### src/psl_defs.vh
// Constants for the strap latch, interrupt pin and MII side-band logic
`ifndef PSL_DEFS_VH
`define PSL_DEFS_VH

// ==========================================================
// Register offsets (plain register port, 5-bit address)
`define PSL_REG_CTRL 5'h00
`define PSL_REG_STRAP 5'h19
`define PSL_REG_IRQ 5'h1B
`define PSL_REG_PHYCTL 5'h1F

// ==========================================================
// Field positions
`define PSL_CTRL_DUPLEX_BIT 8
`define PSL_CTRL_ISO_BIT 10
`define PSL_PHYCTL_POL_BIT 9
`define PSL_IRQ_MASK_LSB 8

// ==========================================================
// Reset values
`define PSL_CTRL_RST 16'h0000
`define PSL_PHYCTL_RST 16'h0000
`define PSL_IRQ_MASK_RST 8'h00
`define PSL_ID_HIGH_BITS 2'b00

// ==========================================================
// Interface select codes
`define PSL_IF_MII 3'b000
`define PSL_IF_RMII 3'b001
`define PSL_IF_SMII 3'b010
`define PSL_IF_RSVD0 3'b011
`define PSL_IF_MII_PRE 3'b100
`define PSL_IF_RMII_B2B 3'b101
`define PSL_IF_MII_B2B 3'b110
`define PSL_IF_RSVD1 3'b111

// ==========================================================
// Interrupt event bits
`define PSL_EV_STRAP 0
`define PSL_EV_TX_SOF 1
`define PSL_EV_TX_EOF 2
`define PSL_EV_RX_SOF 3
`define PSL_EV_RX_ERR 4
`define PSL_EV_MDIO_IDLE 5

// ==========================================================
// Timing
`define PSL_CLK_KHZ 10000
`define PSL_STRAP_NS 1000
`define PSL_STRAP_CYC ((`PSL_STRAP_NS * `PSL_CLK_KHZ + 999999) / 1000000)
`define PSL_TXC_HALF_NS 200
`define PSL_TXC_HALF_CYC ((`PSL_TXC_HALF_NS * `PSL_CLK_KHZ) / 1000000)
`define PSL_MDIO_IDLE_CYC 64

`endif

### src/psl_sync2.v
// Two-stage synchroniser for a bundle of asynchronous pin levels
`timescale 1ns/100ps
`default_nettype none

module psl_sync2 #(
  parameter W = 1
) (
  input wire clk,
  input wire [W-1:0] d,
  output reg [W-1:0] q
);

  // ==========================================================
  // Stages
  // No reset: straps must be followed while the block is held in reset
  reg [W-1:0] meta_r;

  always @(posedge clk)
  begin
    meta_r <= d;
    q <= meta_r;
  end

endmodule

`default_nettype wire

### src/psl_irq.v
// Sticky interrupt status with mask and polarity-selectable output pin
`timescale 1ns/100ps
`default_nettype none
`include "psl_defs.vh"

module psl_irq #(
  parameter N = 8
) (
  input wire clk,
  input wire rst_n,
  input wire [N-1:0] event_in,
  input wire [N-1:0] clr_in,
  input wire mask_we,
  input wire [N-1:0] mask_in,
  input wire active_high,
  output reg [N-1:0] status_r,
  output reg [N-1:0] mask_r,
  output reg irq_pin_r
);

  // ==========================================================
  // Status and mask
  wire [N-1:0] status_nxt;
  wire pending;

  // A new event in the clearing cycle survives the clear
  assign status_nxt = (status_r & ~clr_in) | event_in;
  assign pending = |(status_r & mask_r);

  always @(posedge clk)
  begin
    if (!rst_n)
    begin
      status_r <= {N{1'b0}};
      mask_r <= `PSL_IRQ_MASK_RST;
      irq_pin_r <= 1'b1;
    end
    else
    begin
      status_r <= status_nxt;
      if (mask_we)
      begin
        mask_r <= mask_in;
      end
      irq_pin_r <= active_high ? pending : ~pending;
    end
  end

endmodule

`default_nettype wire

### src/psl_strap_top.v
// Strap capture, shared receive pins, interrupt pin and MII side-band logic
// Operation
// - Receive data 3..1 latch station id 0..2
// - Receive data 0 latches duplex, control bit 8
// - Receive valid latches interface select MSB
// - Receive error latches isolate strap
// - After window, pins drive receive data outward unless isolate is set
// - Interrupt control and status at 1Bh
// - Interrupt pin low active, 1Fh bit 9 flips
// - Management clock from master, data follows it
// - Device sources transmit clock, MAC drives data
// - Strap pins inputs only during reset window
// - Three-bit strap selects interface mode; only the MSB is a pin strap, the low two bits come from IF_LOW_STRAP
// - Station id bits 4 and 3 zero
// - Isolate strap loads control bit 10
`timescale 1ns/100ps
`default_nettype none
`include "psl_defs.vh"

module psl_strap_top #(
  parameter STRAP_CYC = `PSL_STRAP_CYC,
  parameter TXC_HALF_CYC = `PSL_TXC_HALF_CYC,
  parameter MDIO_IDLE_CYC = `PSL_MDIO_IDLE_CYC,
  parameter [1:0] IF_LOW_STRAP = 2'b00
) (
  input wire MCLK,
  input wire RST_N,
  input wire [4:0] ADDR,
  input wire [15:0] WDATA,
  input wire WR,
  input wire RD,
  output reg [15:0] RDATA,
  input wire [3:0] RXD_I,
  output reg [3:0] RXD_O,
  output reg RXD_OE,
  input wire RXDV_I,
  output reg RXDV_O,
  output reg RXDV_OE,
  input wire RXER_I,
  output reg RXER_O,
  output reg RXER_OE,
  input wire [3:0] RX_DATA_IN,
  input wire RX_VALID_IN,
  input wire RX_ERR_IN,
  input wire MDC,
  input wire MDIO_I,
  output reg MDIO_O,
  output reg MDIO_OE,
  input wire MDIO_TX_BIT,
  input wire MDIO_TX_EN,
  output reg MDIO_RX_BIT,
  output reg MDIO_RX_STB,
  output reg TXC,
  input wire TXEN,
  input wire [3:0] TXD,
  output reg [3:0] TX_NIBBLE,
  output reg TX_NIBBLE_STB,
  output reg TX_ACTIVE,
  output wire [4:0] STATION_ID,
  output reg [2:0] IF_MODE,
  output reg IF_MODE_RSVD,
  output wire DUPLEX,
  output wire ISOLATE,
  output reg STRAP_DONE,
  output wire IRQ_OUT
);

  // ==========================================================
  // State and helpers
  localparam [1:0] ST_STRAP = 2'b01;
  localparam [1:0] ST_RUN = 2'b10;
  localparam [15:0] STRAP_LAST = STRAP_CYC[15:0] - 16'h0001;
  localparam [7:0] TXC_LAST = TXC_HALF_CYC[7:0] - 8'h01;
  localparam [7:0] MDIO_IDLE_LAST = MDIO_IDLE_CYC[7:0] - 8'h01;

  // Reserved interface codes are flagged, not remapped
  function is_rsvd;
    input [2:0] code;
    begin
      is_rsvd = (code == `PSL_IF_RSVD0) || (code == `PSL_IF_RSVD1);
    end
  endfunction

  reg [1:0] state_r;
  reg [15:0] win_cnt_r;
  reg [2:0] id_low_r;
  reg [15:0] ctrl_r;
  reg [15:0] phyctl_r;
  reg [7:0] txc_cnt_r;
  reg mdc_d_r;
  reg [7:0] mdio_idle_r;
  reg mdio_busy_r;
  reg rx_valid_d_r;
  reg [7:0] irq_event;
  reg [7:0] irq_clr;
  wire [7:0] irq_status;
  wire [7:0] irq_mask;
  wire irq_pin;
  wire [12:0] pin_s;
  wire [3:0] rxd_s;
  wire rxdv_s;
  wire rxer_s;
  wire mdc_s;
  wire mdio_s;
  wire txen_s;
  wire [3:0] txd_s;
  wire mdc_rise;
  wire txc_tick;
  wire strap_end;
  wire [2:0] if_code;

  // ==========================================================
  // Pin synchronisers
  psl_sync2 #(
    .W(13)
  ) u_sync (
    .clk(MCLK),
    .d({RXD_I, RXDV_I, RXER_I, MDC, MDIO_I, TXEN, TXD}),
    .q(pin_s)
  );

  assign rxd_s = pin_s[12:9];
  assign rxdv_s = pin_s[8];
  assign rxer_s = pin_s[7];
  assign mdc_s = pin_s[6];
  assign mdio_s = pin_s[5];
  assign txen_s = pin_s[4];
  assign txd_s = pin_s[3:0];

  // ==========================================================
  // Strap window
  // The synchronisers keep running in reset, so the window only has to
  // outlast their latency after release before the levels are taken.
  assign strap_end = (state_r == ST_STRAP) && (win_cnt_r == STRAP_LAST);
  assign if_code = {rxdv_s, IF_LOW_STRAP};

  always @(posedge MCLK)
  begin
    if (!RST_N)
    begin
      state_r <= ST_STRAP;
      win_cnt_r <= 16'h0000;
      id_low_r <= 3'b000;
      IF_MODE <= `PSL_IF_MII;
      IF_MODE_RSVD <= 1'b0;
      STRAP_DONE <= 1'b0;
    end
    else
    begin
      case (state_r)
        ST_STRAP:
        begin
          win_cnt_r <= win_cnt_r + 16'h0001;
          if (strap_end)
          begin
            id_low_r <= {rxd_s[1], rxd_s[2], rxd_s[3]};
            IF_MODE <= if_code;
            IF_MODE_RSVD <= is_rsvd(if_code);
            STRAP_DONE <= 1'b1;
            state_r <= ST_RUN;
          end
        end
        ST_RUN:
        begin
          state_r <= ST_RUN;
        end
        default:
        begin
          state_r <= ST_STRAP;
        end
      endcase
    end
  end

  assign STATION_ID = {`PSL_ID_HIGH_BITS, id_low_r};

  // ==========================================================
  // Control registers
  always @(posedge MCLK)
  begin
    if (!RST_N)
    begin
      ctrl_r <= `PSL_CTRL_RST;
      phyctl_r <= `PSL_PHYCTL_RST;
    end
    else
    begin
      if (WR && ADDR == `PSL_REG_PHYCTL)
      begin
        phyctl_r <= WDATA;
      end
      if (strap_end)
      begin
        ctrl_r <= ctrl_r;
        ctrl_r[`PSL_CTRL_DUPLEX_BIT] <= rxd_s[0];
        ctrl_r[`PSL_CTRL_ISO_BIT] <= rxer_s;
      end
      else if (WR && ADDR == `PSL_REG_CTRL)
      begin
        ctrl_r <= WDATA;
      end
    end
  end

  assign DUPLEX = ctrl_r[`PSL_CTRL_DUPLEX_BIT];
  assign ISOLATE = ctrl_r[`PSL_CTRL_ISO_BIT];

  // ==========================================================
  // Shared receive pins
  // Isolate also floats the receive outputs so a second device can share them
  always @(posedge MCLK)
  begin
    if (!RST_N)
    begin
      RXD_O <= 4'h0;
      RXDV_O <= 1'b0;
      RXER_O <= 1'b0;
      RXD_OE <= 1'b0;
      RXDV_OE <= 1'b0;
      RXER_OE <= 1'b0;
      rx_valid_d_r <= 1'b0;
    end
    else
    begin
      RXD_O <= RX_DATA_IN;
      RXDV_O <= RX_VALID_IN;
      RXER_O <= RX_ERR_IN;
      rx_valid_d_r <= RX_VALID_IN;
      RXD_OE <= (state_r == ST_RUN) && !ISOLATE;
      RXDV_OE <= (state_r == ST_RUN) && !ISOLATE;
      RXER_OE <= (state_r == ST_RUN) && !ISOLATE;
    end
  end

  // ==========================================================
  // Management pins
  assign mdc_rise = mdc_s && !mdc_d_r;

  always @(posedge MCLK)
  begin
    if (!RST_N)
    begin
      mdc_d_r <= 1'b0;
      MDIO_O <= 1'b1;
      MDIO_OE <= 1'b0;
      MDIO_RX_BIT <= 1'b0;
      MDIO_RX_STB <= 1'b0;
      mdio_idle_r <= 8'h00;
      mdio_busy_r <= 1'b0;
    end
    else
    begin
      mdc_d_r <= mdc_s;
      MDIO_RX_STB <= 1'b0;
      if (mdc_rise)
      begin
        // Sample and launch on clock rise
        MDIO_RX_BIT <= mdio_s;
        MDIO_RX_STB <= 1'b1;
        MDIO_O <= MDIO_TX_BIT;
        MDIO_OE <= MDIO_TX_EN;
        mdio_idle_r <= 8'h00;
        mdio_busy_r <= 1'b1;
      end
      else if (mdio_busy_r)
      begin
        // A stopped clock ends the frame; release the line
        if (mdio_idle_r == MDIO_IDLE_LAST)
        begin
          mdio_busy_r <= 1'b0;
          MDIO_OE <= 1'b0;
        end
        else
        begin
          mdio_idle_r <= mdio_idle_r + 8'h01;
        end
      end
    end
  end

  // ==========================================================
  // Transmit clock and transmit inputs
  assign txc_tick = (txc_cnt_r == TXC_LAST);

  always @(posedge MCLK)
  begin
    if (!RST_N)
    begin
      txc_cnt_r <= 8'h00;
      TXC <= 1'b0;
      TX_NIBBLE <= 4'h0;
      TX_NIBBLE_STB <= 1'b0;
      TX_ACTIVE <= 1'b0;
    end
    else
    begin
      TX_NIBBLE_STB <= 1'b0;
      if (txc_tick)
      begin
        txc_cnt_r <= 8'h00;
        TXC <= !TXC;
        if (!TXC)
        begin
          // MAC data taken at clock rise
          TX_ACTIVE <= txen_s;
          if (txen_s)
          begin
            TX_NIBBLE <= txd_s;
            TX_NIBBLE_STB <= 1'b1;
          end
        end
      end
      else
      begin
        txc_cnt_r <= txc_cnt_r + 8'h01;
      end
    end
  end

  // ==========================================================
  // Interrupts
  always @*
  begin
    irq_event = 8'h00;
    irq_event[`PSL_EV_STRAP] = strap_end;
    irq_event[`PSL_EV_TX_SOF] = txc_tick && !TXC && txen_s && !TX_ACTIVE;
    irq_event[`PSL_EV_TX_EOF] = txc_tick && !TXC && !txen_s && TX_ACTIVE;
    irq_event[`PSL_EV_RX_SOF] = RX_VALID_IN && !rx_valid_d_r;
    irq_event[`PSL_EV_RX_ERR] = RX_ERR_IN;
    irq_event[`PSL_EV_MDIO_IDLE] = mdio_busy_r && !mdc_rise && (mdio_idle_r == MDIO_IDLE_LAST);
    irq_clr = 8'h00;
    if (WR && ADDR == `PSL_REG_IRQ)
    begin
      irq_clr = WDATA[7:0];
    end
  end

  psl_irq #(
    .N(8)
  ) u_irq (
    .clk(MCLK),
    .rst_n(RST_N),
    .event_in(irq_event),
    .clr_in(irq_clr),
    .mask_we(WR && ADDR == `PSL_REG_IRQ),
    .mask_in(WDATA[15:8]),
    .active_high(phyctl_r[`PSL_PHYCTL_POL_BIT]),
    .status_r(irq_status),
    .mask_r(irq_mask),
    .irq_pin_r(irq_pin)
  );

  assign IRQ_OUT = irq_pin;

  // ==========================================================
  // Read port
  always @(posedge MCLK)
  begin
    if (!RST_N)
    begin
      RDATA <= 16'h0000;
    end
    else if (!RD)
    begin
      RDATA <= 16'h0000;
    end
    else if (ADDR == `PSL_REG_CTRL)
    begin
      RDATA <= ctrl_r;
    end
    else if (ADDR == `PSL_REG_STRAP)
    begin
      RDATA <= {6'h00, STRAP_DONE, IF_MODE_RSVD, IF_MODE, STATION_ID};
    end
    else if (ADDR == `PSL_REG_IRQ)
    begin
      RDATA <= {irq_mask, irq_status};
    end
    else if (ADDR == `PSL_REG_PHYCTL)
    begin
      RDATA <= phyctl_r;
    end
    else
    begin
      RDATA <= 16'h0000;
    end
  end

endmodule

`default_nettype wire

### config.mk
export PLATFORM = sky130hd
export DESIGN_NAME = psl_strap_top
export DESIGN_NICKNAME = d
export VERILOG_FILES = /design/src/psl_sync2.v /design/src/psl_irq.v /design/src/psl_strap_top.v
export VERILOG_INCLUDE_DIRS = /design/src
export SDC_FILE = /design/constraint.sdc
export NUM_CORES = 1
export LEC_CHECK = 0
export BUFFER_PORTS_ARGS = -buffer_cell sky130_fd_sc_hd__buf_2
export CAP_MARGIN = 20
export CORE_ASPECT_RATIO = 1.75
export CORE_UTILIZATION = 55
export DETAILED_ROUTE_END_ITERATION = 10
export HOLD_SLACK_MARGIN = 0.02
export PLACE_DENSITY = 0.78
export SYNTH_ARGS = -nofsm -noshare
export SYNTH_HDL_FRONTEND = slang
export SYNTH_SLANG_ARGS = --single-unit
### constraint.sdc
create_clock -name MCLK -period 2 [get_ports MCLK]
set_input_delay 0.3 -clock MCLK [delete_from_list [all_inputs] [get_ports MCLK]]
set_output_delay 0.3 -clock MCLK [all_outputs]
set_load 0.02 [all_outputs]
==> results.ini, run 1 <==
[status]
status=completed

[drt]
vias=4633
drt-initial-drc-count=370
viasPerCell=5.650
ant_nets=0
routed_wl_mm=13.28
wl_per_cell_um=16.19
drc=0
drtPass1Iterations=8

[floorplanning]
die_y_um=134.5
coreArea_um2=9789
ioPinCount=95
rows=48
die_w_um=77.72
dieArea_um2=10450
initial_core_util_pct=56.37

[yosys]
synth_flop_cell=dfxtp_1
yosys-top-cells-area=dfxtp_1, a21oi_1, nor2_1
postSynth.asyncResetShare_pct=0
syn_inst=578
yosys_warnings=0
yosys.area.top_type_share_pct=54.42
synth_edf_count=0
synth_area_leader_cell=dfxtp_1
syn_avg_cell_area_um2=9.546
syn_area_um2=5518
synthDistinctLibCells=56
ys_ff_latch=150
ys_seq_area_share_pct=54.42

[clock_tree]
cts_tree=done
htree_levels=4
insertion_delay_ns=0.42
postCtsSetupRepairBufs=0
clock_sinks=150
clock_path_buffers=2
clk_pin_slew_worst_paths_ns=0.06
cts_made_buffers=17
cts_root_buf=clkbuf_16

[grt]
overflow=0
antenna_found_initial=0
grt_pass1_wl_mm=21.18
grt_max_degree=33
grt_pass1_vias=4522
grtUsageTotal_pct=26.32

[setup_path]
crit_path_start_kind=flop
endpoint_kind=flop
cp_max_fo=6
arrival_ns=2.16
cp.required_ns=2.30
crit_type=flop to flop

[sta]
setup_tns_ns=0
clock.fmax_mhz=539.2
fin_crit_sh_pct=92.73
hold_violations=0
finalSetupViolCount=0
skew_ns=0.006309
rsz0062_at_grt=no
finalMaxSlewViolations=0
period_needed_ns=1.855

[hold_path]
hold_path.class=input pin to flop

[finish]
layout-drive-gt1-share_pct=21.73
diodes=0
final_common_cell=dfxtp_1
areaGrowthSynthToFinish_pct=23.99
fin_nets=735
final_cell_mix=dfxtp_1, buf_2, nor2_1

[power]
leakage_nw=2.741
design_power_total_mw=6.997
powerDensity_nw_per_um2=1023
vdd_drop_max_mv=0.7249

[job]
drv_cap=0

[placement]
gp_congestion=0.8733
hpwl_mm=9.126
io_buffers=89

-- synthesized netlist by cell type (2+ instances only) --
master and count:
clkbuf_1 24, inv_1 13, nor2_1 59, or3_1 5, and2_1 9, nor2b_1 2, o21ai_0 13, nand4_1 6
nand3_1 43, clkbuf_2 2, o22ai_1 5, or2_2 2, and3_1 8, buf_2 6, xor2_1 15, and4_1 3
nor4b_1 5, o21ai_1 10, nor4_1 6, a22oi_1 9, xnor2_1 10, dfxtp_1 150, a222oi_1 11, nand2_1 42
buf_4 7, mux2i_1 15, o21a_1 5, a21boi_0 3, buf_1 2, ha_1 7, a21oi_1 45, nor3_1 6
a32o_1 2, a211oi_1 6
-- power by group --
group / switching [mW] / internal [mW]
clock network: 1.21 / 1.91
registers: 0.0892 / 3.11
logic: 0.375 / 0.298
total: 1.67 / 5.32
-- repair_timing --
action	CTS	global route
hold endpoints to repair	13	0
hold buffers	13	0
resized for setup	0	2
endpoints found under the setup margin	0	14
-- layout make-up --
class                      count  area, um2
clock buffer                  22      464.2
clock inverter                10      122.6
fill                         732       2948
inverter                      13      48.80
multi-input combinational    377       2301
sequential                   150       3003
tap                          125      156.4
timing repair buffer         123      745.7
-- sequential cells by signal, indices dropped and copies added (netlist names), 2 cells and up --
signal / flops
RDATA: 16
ctrl_r: 16
phyctl_r: 16
win_cnt_r: 16
u_sync.meta_r: 13
u_sync.q: 13
mdio_idle_r: 8
txc_cnt_r: 8
u_irq.mask_r: 8
u_irq.status_r: 8
RXD_O: 4
TX_NIBBLE: 4
id_low_r: 3
state_r: 2
-- worst max-delay path, cell delays in order, from the launching register on --
cell and delay [ns]:
dfxtp_1 0.34, inv_1 0.06, ha_1 0.12, or3b_2 0.49, nor4b_4 0.26, buf_4 0.19, mux2i_1 0.21, nor2_1 0.06
-- metrics by stage --
stage	util, %	cells	setup WS, ns	cell area, um2	hold WS (ns)
after floorplan	-	582	0.1759	5533	0.3096
after global placement	62.44	775	0.1574	6112	0.3098
after detailed placement	62.44	775	0.1275	6112	0.3144
after CTS	69.76	820	0.1220	6829	0.08630
after global routing	69.89	820	0.01720	6842	0.09162
final	69.89	820	0.1454	6842	0.09505
-- per-layer routing --
layer,global-route usage [%],vias up,part of all wire (%)
met3,7.297,37,4.9
met2,49.07,143,56
met1,26.34,2220,36
li1,-,2233,-
met4,12.79,0,2.9
met5,0,-,0
-- kinds of logic after synthesis --
kind of cell,share of synthesized area [%]
AOI/OAI and AO/OA,13.40
xor gates and xnor gates,3.968
adders and majority gates,1.587
buffers and inverters,4.535
DFF,54.42
muxes,2.925
other,0.06796
and+or+nand+nor,19.09
-- worst paths after layout --
kind                            slack, ns                   endpoint                     start  cells after the start
worst max-delay path                 0.15  TX_NIBBLE[1]$_SDFFE_PN0P_   txc_cnt_r[1]$_SDFF_PP0_                      7
worst min-delay path                  0.1        RXD_O[2]$_SDFF_PN0_             RX_DATA_IN[2]                      2
worst max register to register       0.15  TX_NIBBLE[1]$_SDFFE_PN0P_   txc_cnt_r[1]$_SDFF_PP0_                      7
worst min register to register       0.33        u_sync.q[7]$_DFF_P_  u_sync.meta_r[7]$_DFF_P_                      0
Note: power is estimated with default switching activity, not from simulation.
==> inputs of run 2 (changes only) <==
clock period = 2.1 ns   (was 2 ns; I/O delays follow)
==> results.ini, run 2 (synthesized netlist as in run 1, its figures left out) <==
[status]
status=completed

[clock_tree]
cts_tree=done
htree_levels=4
clock_path_buffers=2
clock_sinks=150
cts_made_buffers=17
insertion_delay_ns=0.41
cts_root_buf=clkbuf_16
clk_pin_slew_worst_paths_ns=0.06

[sta]
skew_ns=0.006550
clock.fmax_mhz=521.9
fin_crit_sh_pct=91.24
hold_violations=0
setup_tns_ns=0
period_needed_ns=1.916
finalSetupViolCount=0
rsz0062_at_grt=no
setup_slack_ns=0.1840
finalMaxSlewViolations=0

[drt]
routed_wl_mm=13.21
ant_nets=0
viasPerCell=5.753
drt-initial-drc-count=439
drtPass1Iterations=9
wl_per_cell_um=16.16
drc=0
vias=4700

[floorplanning]
die_w_um=77.72
coreArea_um2=9789
ioPinCount=95
dieArea_um2=10450
initial_core_util_pct=56.37
die_y_um=134.5
rows=48

[placement]
dp_cells=771
gp_congestion=0.8825
place_ws_ns=0.07840
hpwl_mm=8.813
io_buffers=89
placed_cell_area_um2=6082

[finish]
fin_area_um2=6877
final_util_pct=70.25
layout-drive-gt1-share_pct=21.24
stdcell_count=817
final_cell_mix=dfxtp_1, buf_2, nor2_1
diodes=0
fin_nets=732
final_common_cell=dfxtp_1
areaGrowthSynthToFinish_pct=24.63

[grt]
grt_pass1_vias=4520
grtUsageTotal_pct=26.40
grt_max_degree=36
antenna_found_initial=0
grt_pass1_wl_mm=21.36
overflow=0

[setup_path]
cp_cell_sequence=ha_1 > or3b_2 > nor4b_4 > buf_4 > mux2i_1 > nor2_1
r2r-end=TX_NIBBLE[2]$_SDFFE_PN0P_
cp_max_fo=6
reg2reg_slack_ns=0.18
cp.required_ns=2.40
max_stage_delay_ns=0.50
crit_path_start_kind=flop
setup.worst_path.end=TX_NIBBLE[2]$_SDFFE_PN0P_
path_depth=6
worst-path-buf-inv=1
crit-reg2reg-launch=txc_cnt_r[0]$_SDFF_PP0_
cp_slowest_cell=or3b_2
r2r_cells=6
crit_path_start=txc_cnt_r[0]$_SDFF_PP0_
crit_type=flop to flop
endpoint_kind=flop
crit_family=simple AND/OR/NAND/NOR gates
arrival_ns=2.22

[job]
drv_cap=0

[hold_path]
min_from=RX_DATA_IN[2]
hold_path.class=input pin to flop
hold_depth=2

[power]
seqPwrFrac_pct=43.7
p_int_mw=5.415
combPwrFrac_pct=8.8
vdd_drop_max_mv=0.6831
leakage_nw=2.759
power.clock.fraction_pct=47.4
p_sw_share_pct=22.47
p_sw_mw=1.570
powerDensity_nw_per_um2=1016

[run 2: what timing repair did]
action / CTS / global route
hold buffers: 13 / 0
hold endpoints to repair: 13 / 0
setup buffers: 0 / 1
setup endpoints to repair: 0 / 5
gates resized for setup: 0 / 0
[run 2: worst min-delay path by stage]
| stage | end | slack, ns |
|---|---|---|
| global placement | u_sync.q[5]$_DFF_P_ | 0.31 |
| floorplan | u_sync.q[0]$_DFF_P_ | 0.31 |
| global route | RXD_O[1]$_SDFF_PN0_ | 0.09 |
| finish | RXD_O[2]$_SDFF_PN0_ | 0.11 |
| CTS | RXD_O[2]$_SDFF_PN0_ | 0.09 |
| detailed placement | u_sync.q[7]$_DFF_P_ | 0.31 |
[run 2: stage by stage]
stage / total power [mW] / hold WS [ns]
6_report: 6.985 / 0.1061
5_1_grt: 7.239 / 0.09047
4_1_cts: 7.015 / 0.09391
3_5_place_dp: 3.701 / 0.3128
3_3_place_gp: 3.670 / 0.3100
2_1_floorplan: 3.499 / 0.3096
[run 2: area by class of cell]
type                    instances  area, um2
clock inverters                11      196.4
inverters                      13      48.80
flip-flops and latches        150       3003
clock buffers                  21      460.4
fillers                       747       2913
well taps                     125      156.4
multi-input cells             377       2288
repair buffers                120      723.2
[run 2: power groups by stage]
| stage | registers (mW) | logic [mW] | clock network (mW) |
|---|---|---|---|
| 3_5_place_dp | 3.12 | 0.586 | 0 |
| 2_1_floorplan | 3.13 | 0.372 | 0 |
| 6_report | 3.06 | 0.617 | 3.31 |
| 5_1_grt | 3.07 | 0.690 | 3.48 |
| 4_1_cts | 3.05 | 0.616 | 3.35 |
| 3_3_place_gp | 3.11 | 0.563 | 0 |
[run 2: layer usage]
layer | GRT usage, % | vias to the layer above | routed length (um) | part of all wire [%]
li1 | - | 2229 | - | -
met1 | 26.89 | 2276 | 4919 | 37
met2 | 49.80 | 173 | 7330 | 56
met3 | 7.027 | 22 | 662 | 5.0
met4 | 10.90 | 0 | 293 | 2.2
met5 | 0 | - | 0 | 0
